<file path="src/xirq_defs.svh">
// Purpose: constants for the extended interrupt mask, priority and idle block
// Assumes: special-function bus with 8-bit data, addresses seen on all pages
// Notes: field positions count from bit 0
// Overview of operation
// - enable reg 2 at 0xE7, resets zero
// - enable bits: 1 enables, order dma..timer3
// - bit2 gates timer4, bit0 timer3 overflow
// - bit5 passes or blocks can requests
// - priority reg 1 at 0xF6, resets low
// - priority 1 bits select high per source
// - priority reg 2 at 0xF7, resets zero
// - priority 2 bits select high per source
// - two low-power modes; idle keeps peripherals
// - stop halts core, oscillator, interrupts, timers
// - idle bit write halts after instruction
// - idle keeps all registers and memory
// - enabled interrupt or reset pin ends idle
// - interrupt wake clears idle, resumes core
// - return resumes after idle-setting instruction
// - reset ends idle, fetch from zero
// - watchdog timeout reset ends idle
// - stopped oscillator restarts only by reset
// - high preempts low; fixed order breaks ties
// - global enable overrides all individual masks
// - requests sampled and decoded every cycle
// - idle and stop bits read zero
`ifndef XIRQ_DEFS_SVH
`define XIRQ_DEFS_SVH
`define XIRQ_ADDR_EN2 8'he7
`define XIRQ_ADDR_PRI1 8'hf6
`define XIRQ_ADDR_PRI2 8'hf7
`define XIRQ_ADDR_PWR 8'h87
`define XIRQ_RST_EN2 8'h00
`define XIRQ_RST_PRI1 8'h00
`define XIRQ_RST_PRI2 8'h00
`define XIRQ_PWR_READ 8'h00
`define XIRQ_BIT_IDLE 0
`define XIRQ_BIT_STOP 1
`define XIRQ_BIT_CAN 5
`define XIRQ_BIT_T4 2
`define XIRQ_BIT_T3 0
`define XIRQ_NSRC 16
`define XIRQ_IDX_W 4
`endif

</file>
<file path="src/xirq_pkg.sv">
// Purpose: types shared by the extended interrupt block
// Assumes: included constants header
// Notes: power modes are mutually exclusive
package xirq_pkg;
  typedef enum logic [1:0] {
    XIRQ_RUN = 2'b00,
    XIRQ_IDLE = 2'b01,
    XIRQ_STOP = 2'b10
  } xirq_mode_t;
endpackage
</file>
<file path="src/xirq_arbiter.sv">
// Purpose: pick one source by priority level, then fixed order
// Assumes: inputs already masked; index 0 is the highest in fixed order
// Notes: purely combinational, decoded each clock by the caller
`timescale 1ns/1ps
module xirq_arbiter #(
  parameter int NSRC = 16,
  parameter int IW = 4
) (
  input wire logic [NSRC-1:0] req,
  input wire logic [NSRC-1:0] prio,
  output logic any_hi,
  output logic any_lo,
  output logic [IW-1:0] hi_idx,
  output logic [IW-1:0] lo_idx
);
  // lowest index wins within a level
  always_comb begin
    any_hi = 1'b0;
    any_lo = 1'b0;
    hi_idx = '0;
    lo_idx = '0;
    for (int i = NSRC - 1; i >= 0; i--) begin
      if (req[i] && prio[i]) begin
        any_hi = 1'b1;
        hi_idx = IW'(i);
      end
      if (req[i] && !prio[i]) begin
        any_lo = 1'b1;
        lo_idx = IW'(i);
      end
    end
  end
endmodule

</file>
<file path="src/xirq_ctrl.sv">
// Purpose: extended enable and priority registers plus idle/stop control
// Assumes: core drives a one-cycle sfr write strobe; read data is registered, one edge later
// Notes: source bits 15..8 use enable reg 2, 7..0 come from enable reg 1
`timescale 1ns/1ps
`include "xirq_defs.svh"
module xirq_ctrl #(
  parameter int NSRC = `XIRQ_NSRC,
  parameter int IW = `XIRQ_IDX_W
) (
  input wire logic clk_sys,
  input wire logic reset_n,
  input wire logic [7:0] sfr_addr,
  input wire logic [7:0] sfr_wdata,
  input wire logic sfr_wr,
  input wire logic sfr_rd,
  output logic [7:0] sfr_rdata,
  output logic sfr_hit,
  input wire logic global_irq_enable,
  input wire logic [7:0] ext_irq_enable_1,
  input wire logic [7:0] src_pending,
  input wire logic [7:0] src_pending_ext1,
  input wire logic instr_done,
  input wire logic in_service_hi,
  input wire logic in_service_lo,
  input wire logic irq_ack,
  input wire logic pin_reset_n,
  input wire logic watchdog_reset,
  output logic irq_req,
  output logic irq_req_hi,
  output logic [IW-1:0] irq_vector_idx,
  output logic core_halt,
  output logic osc_stop,
  output logic wake_reset,
  output logic [7:0] ext_irq_enable_2,
  output logic [7:0] ext_irq_priority_1,
  output logic [7:0] ext_irq_priority_2,
  output xirq_pkg::xirq_mode_t power_mode
);
  typedef struct packed {
    logic [7:0] en2;
    logic [7:0] pri1;
    logic [7:0] pri2;
    xirq_pkg::xirq_mode_t mode;
    logic idle_arm;
    logic stop_arm;
    logic req;
    logic req_hi;
    logic [IW-1:0] idx;
    logic [7:0] rdata;
    logic hit;
    logic wake_rst;
  } xirq_state_t;

  xirq_state_t st;
  xirq_state_t next_st;

  logic [NSRC-1:0] masked;
  logic [NSRC-1:0] prio_vec;
  logic any_hi;
  logic any_lo;
  logic [IW-1:0] hi_idx;
  logic [IW-1:0] lo_idx;
  logic wake;
  logic ext_reset;

  // address decode for the read hit flag; writes decode in their own case
  function automatic logic is_mapped(input logic [7:0] a);
    is_mapped = (a == `XIRQ_ADDR_EN2) || (a == `XIRQ_ADDR_PRI1) ||
                (a == `XIRQ_ADDR_PRI2) || (a == `XIRQ_ADDR_PWR);
  endfunction

  // mask sources by individual and global enable
  always_comb begin
    masked = '0;
    prio_vec = {st.pri2, st.pri1};
    for (int i = 0; i < 8; i++) begin
      masked[i] = src_pending_ext1[i] && ext_irq_enable_1[i] &&
                  global_irq_enable;
      masked[i+8] = src_pending[i] && st.en2[i] &&
                    global_irq_enable;
    end
  end

  xirq_arbiter #(
    .NSRC(NSRC),
    .IW(IW)
  ) u_arb (
    .req(masked),
    .prio(prio_vec),
    .any_hi(any_hi),
    .any_lo(any_lo),
    .hi_idx(hi_idx),
    .lo_idx(lo_idx)
  );

  assign wake = |masked;
  assign ext_reset = !pin_reset_n || watchdog_reset;

  // next-state logic for registers, mode and request
  always_comb begin
    next_st = st;
    next_st.wake_rst = 1'b0;
    next_st.hit = sfr_rd && is_mapped(sfr_addr);
    next_st.rdata = 8'h00;
    if (sfr_rd) begin
      unique case (sfr_addr)
        `XIRQ_ADDR_EN2: next_st.rdata = st.en2;
        `XIRQ_ADDR_PRI1: next_st.rdata = st.pri1;
        `XIRQ_ADDR_PRI2: next_st.rdata = st.pri2;
        `XIRQ_ADDR_PWR: next_st.rdata = `XIRQ_PWR_READ;
        default: next_st.rdata = 8'h00;
      endcase
    end
    // writes are accepted only while the core runs
    if (sfr_wr && st.mode == xirq_pkg::XIRQ_RUN) begin
      unique case (sfr_addr)
        `XIRQ_ADDR_EN2: next_st.en2 = sfr_wdata;
        `XIRQ_ADDR_PRI1: next_st.pri1 = sfr_wdata;
        `XIRQ_ADDR_PRI2: next_st.pri2 = sfr_wdata;
        `XIRQ_ADDR_PWR: begin
          next_st.idle_arm = sfr_wdata[`XIRQ_BIT_IDLE];
          next_st.stop_arm = sfr_wdata[`XIRQ_BIT_STOP];
        end
        default: next_st.idle_arm = st.idle_arm;
      endcase
    end
    // mode sequencing
    unique case (st.mode)
      xirq_pkg::XIRQ_RUN: begin
        if (instr_done && st.stop_arm) begin
          next_st.mode = xirq_pkg::XIRQ_STOP;
          next_st.stop_arm = 1'b0;
          next_st.idle_arm = 1'b0;
        end else if (instr_done && st.idle_arm) begin
          next_st.mode = xirq_pkg::XIRQ_IDLE;
          next_st.idle_arm = 1'b0;
        end
      end
      xirq_pkg::XIRQ_IDLE: begin
        if (wake) begin
          next_st.mode = xirq_pkg::XIRQ_RUN;
        end
      end
      xirq_pkg::XIRQ_STOP: begin
        next_st.mode = xirq_pkg::XIRQ_STOP;
      end
      default: next_st.mode = xirq_pkg::XIRQ_RUN;
    endcase
    // request to core, decoded every cycle
    next_st.req = 1'b0;
    next_st.req_hi = 1'b0;
    next_st.idx = st.idx;
    if (st.mode != xirq_pkg::XIRQ_STOP && !in_service_hi && !irq_ack) begin
      if (any_hi) begin
        next_st.req = 1'b1;
        next_st.req_hi = 1'b1;
        next_st.idx = hi_idx;
      end else if (any_lo && !in_service_lo) begin
        next_st.req = 1'b1;
        next_st.idx = lo_idx;
      end
    end
    // any reset returns to a fresh start
    if (ext_reset) begin
      next_st.wake_rst = st.mode != xirq_pkg::XIRQ_RUN;
      next_st.mode = xirq_pkg::XIRQ_RUN;
      next_st.en2 = `XIRQ_RST_EN2;
      next_st.pri1 = `XIRQ_RST_PRI1;
      next_st.pri2 = `XIRQ_RST_PRI2;
      next_st.idle_arm = 1'b0;
      next_st.stop_arm = 1'b0;
      next_st.req = 1'b0;
      next_st.req_hi = 1'b0;
    end
  end

  // state register; idle leaves the enable and priority registers untouched
  always_ff @(posedge clk_sys) begin
    if (!reset_n) begin
      st.en2 <= `XIRQ_RST_EN2;
      st.pri1 <= `XIRQ_RST_PRI1;
      st.pri2 <= `XIRQ_RST_PRI2;
      st.mode <= xirq_pkg::XIRQ_RUN;
      st.idle_arm <= 1'b0;
      st.stop_arm <= 1'b0;
      st.req <= 1'b0;
      st.req_hi <= 1'b0;
      st.idx <= '0;
      st.rdata <= 8'h00;
      st.hit <= 1'b0;
      st.wake_rst <= 1'b0;
    end else begin
      st <= next_st;
    end
  end

  // outputs
  assign sfr_rdata = st.rdata;
  assign sfr_hit = st.hit;
  assign irq_req = st.req;
  assign irq_req_hi = st.req_hi;
  assign irq_vector_idx = st.idx;
  assign core_halt = st.mode != xirq_pkg::XIRQ_RUN;
  assign osc_stop = st.mode == xirq_pkg::XIRQ_STOP;
  assign wake_reset = st.wake_rst;
  assign ext_irq_enable_2 = st.en2;
  assign ext_irq_priority_1 = st.pri1;
  assign ext_irq_priority_2 = st.pri2;
  assign power_mode = st.mode;
endmodule

</file>
<file path="config.mk">
export PLATFORM = sky130hd
export DESIGN_NAME = xirq_ctrl
export DESIGN_NICKNAME = d
export VERILOG_FILES = /design/src/xirq_pkg.sv /design/src/xirq_arbiter.sv /design/src/xirq_ctrl.sv
export VERILOG_INCLUDE_DIRS = /design/src
export SDC_FILE = /design/constraint.sdc
export NUM_CORES = 1
export LEC_CHECK = 0
export BUFFER_PORTS_ARGS = -buffer_cell sky130_fd_sc_hd__buf_2
export CORE_UTILIZATION = 46
export CTS_CLUSTER_DIAMETER = 120
export DETAILED_ROUTE_END_ITERATION = 8
export PLACE_DENSITY = 0.84
export SLEW_MARGIN = 40
export SYNTH_ARGS = -nofsm -noshare
export SYNTH_HDL_FRONTEND = slang
export SYNTH_SLANG_ARGS = --single-unit
</file>
<file path="constraint.sdc">
create_clock -name clk_sys -period 1.97 [get_ports clk_sys]
set_clock_uncertainty 0.15 [all_clocks]
set_input_delay 0.2955 -clock clk_sys [delete_from_list [all_inputs] [get_ports clk_sys]]
set_output_delay 0.2955 -clock clk_sys [all_outputs]
set_load 0.01 [all_outputs]
</file>
==> flow_summary.json <==
{
  "cpMaxStageDelayCell": "or4_4",
  "ctsHtreeMaxLevel": 2,
  "leakage_nw": 1.864,
  "place_hpwl_um": 7169,
  "path_cells": "and4b_1, or4_4, o41ai_4, a21o_4, mux2i_1, nor2_1",
  "syn-cell-area_um2": 2828,
  "top_layer": "met4",
  "antenna_found_initial": 0,
  "cts.clk_slew.worst_paths_ps": 90,
  "intPower_mw": 1.457,
  "critical-path-top-delay-family": "simple AND/OR/NAND/NOR gates",
  "postSynthAreaPerCell_um2": 8.728,
  "dr_wl_met3_um": 645,
  "seq_power_share": 0.472,
  "initial_core_util": 0.4776,
  "grt_usage": 0.2809,
  "cts_tree": "done",
  "met2WireLength_um": 4055,
  "synth_top_area_cell": "dfxtp_1",
  "crit_fanout": 7,
  "finalCritPeriodShare": 1.107,
  "wl_met1_um": 3955,
  "area_growth_pct": 36.19,
  "wl_per_cell_um": 16.78,
  "die_h_um": 80.41,
  "violations": "setup timing",
  "grt_overflow_total": 0,
  "synth.top_cell.area_share": 0.3115,
  "ant_nets": 0,
  "most-common-layout-cells": "buf_2, buf_4, nor2_1",
  "io_pins": 95,
  "critPathBufInv": 0,
  "ys_warn_count": 0,
  "p_per_area_nw_per_um2": 490.1,
  "first_global_vias": 2829,
  "dr.first_iter.drc_count": 218,
  "cp.required_ps": 2020,
  "cp_num_cells": 6,
  "worst_slack_ps": -210.8,
  "syn_nets": 375,
  "cts.hold.buffers_added": 0,
  "grt_pass1_wl_um": 13970,
  "dr_total_vias": 3043,
  "numCtsBuffers": 5,
  "critPathArrivalTime_ps": 2230,
  "drive_above_1_share": 0.4581,
  "ir_drop_v": 0.0002780,
  "clk_path_buf_depth": 2,
  "dp_slack_ps": -457.4,
  "hold_viol": 0,
  "core_um2": 5921,
  "slowest_delay_ps": 500,
  "gp_congestion": 0.9066,
  "synth-edff-count": 0,
  "worstSetupStartpointType": "register",
  "avgViaCountPerCell": 5.752,
  "wl_um": 8878,
  "synth_cells": 324,
  "synth_cell_types": 47,
  "status": "complete, but fails checks",
  "hold_depth": 2,
  "dpl_cell_area_um2": 3680,
  "ys_seq_area_frac": 0.3115,
  "p_clk_frac": 0.400,
  "p_sw_mw": 0.4310,
  "cts_root_buffer": "clkbuf_8",
  "finalInstanceArea_um2": 3851,
  "grt_max_degree": 26,
  "clock-sinks": 44,
  "maxCapViolations": 0,
  "ys_dominant_reg_cell": "dfxtp_1",
  "num_antenna_cells": 0,
  "criticalPathCategory": "reg -> reg",
  "setup_viol": 5,
  "pwr-share-comb": 0.128,
  "drtPass1Iterations": 5,
  "finalNetCount": 504,
  "crit_path_end_kind": "register",
  "layout_commonest_cell": "buf_2",
  "clk_latency_ps": 290,
  "ys_async_sr_fraction": 0,
  "route.detailed.drc": 0,
  "tightest_slew_ps": 391.6,
  "synth_seq_cells": 44,
  "num_rows": 28,
  "die_area_um2": 6465,
  "slew_headroom": 0.7356,
  "max_freq_mhz": 458.5,
  "period_needed_ps": 2181,
  "port_buffers": 94,
  "sw_frac_of_total": 0.2283,
  "synth.area.top_cells": "dfxtp_1, buf_4, mux2i_1",
  "drv_slew": 0,
  "hold_path_class": "in -> reg",
  "reg2reg_depth": 6,
  "die_w_um": 80.41,
  "rsz0062_at_grt": "true"
}
==> power groups by stage <==
stage	clock network, mW	logic, mW	registers [mW]
2_1_floorplan	0	0.0951	0.913
3_3_place_gp	0	0.225	0.913
3_5_place_dp	0	0.230	0.913
4_1_cts	0.757	0.234	0.892
5_1_grt	0.796	0.257	0.892
6_report	0.755	0.241	0.892
==> per-stage QoR <==
stage	power (mW)	hold slack, ps	util	setup TNS (ps)	instances
floorplan	1.008	256.4	-	-452.8	324
global placement	1.138	300.3	0.6215	-2091	520
detailed placement	1.142	317.1	0.6215	-2308	520
CTS	1.883	94.35	0.6467	-808.9	529
global route	1.945	94.71	0.6505	-1144	529
finish	1.888	92.93	0.6505	-793.8	529
==> worst register-to-register path, cell delays in order, from the launching register on <==
cell and delay [ps]:
dfxtp_2 360, and4b_1 230, or4_4 500, o41ai_4 390
a21o_4 210, mux2i_1 200, nor2_1 50
==> layer usage <==
layer / GRT usage / vias to the layer above
met5: 0 / -
met4: 0.08214 / 0
met3: 0.03977 / 23
met2: 0.4492 / 158
met1: 0.3882 / 1414
li1: - / 1448
==> synthesized netlist by cell type, drive strengths merged (2+ instances only) <==
library cell  number
nor4               3
nand3              7
nor2b              3
nand4             19
a21bo              2
a311oi             2
clkbuf             7
o41ai              2
mux2i             26
a211oi             3
nor3               3
a22oi             13
and4b             10
nand4b            11
a21oi              6
and4               6
or4                3
buf               44
nor2              44
nand2b             4
mux2               8
inv                6
a31oi              6
nand2              9
o21bai             3
o21ai              5
nor3b              2
o311a              2
and3               6
o211ai             3
and2               3
dfxtp             44
==> path summary, 6_finish.rpt <==
path                              start                end  slack (ps)
setup reg to reg  ext_irq_priority_1[2]  irq_vector_idx[3]        -210
hold reg to reg       irq_vector_idx[0]  irq_vector_idx[0]         340
hold / removal               instr_done             st[16]          90
setup / recovery  ext_irq_priority_1[2]  irq_vector_idx[3]        -210
==> flip-flops by register name, indices dropped and copies added (netlist names) <==
signal / flops
ext_irq_enable_2: 8
power_mode: 2
irq_req_hi: 1
ext_irq_priority_2: 8
ext_irq_priority_1: 8
irq_req: 1
st: 2
irq_vector_idx: 4
sfr_rdata: 8
wake_reset: 1
sfr_hit: 1
==> final cells by class <==
cell class / instances / area, um^2
Multi-Input combinational cell: 223 / 1605
Clock buffer: 7 / 96.34
Fill cell: 477 / 2069
Clock inverter: 1 / 30.03
Timing Repair Buffer: 173 / 1117
Tap cell: 75 / 93.84
Sequential cell: 44 / 885.9
Inverter: 6 / 22.52
==> cells by family (layout without fill, tap and decap cells) <==
logic type,count (synthesis),count (layout),synth area share
buffers and inverters,57,187,0.1310
multiplexers,34,34,0.1239
AO/OA/AOI/OAI,53,53,0.1420
AND/OR/NAND/NOR,136,136,0.2916
flip-flops,44,44,0.3115
==> repair_timing <==
item	CTS	global route
pin swaps	4	0
setup endpoints to repair	5	5
resized for setup	4	6
setup buffers	1	0
Power figures use the tool's default switching activity.
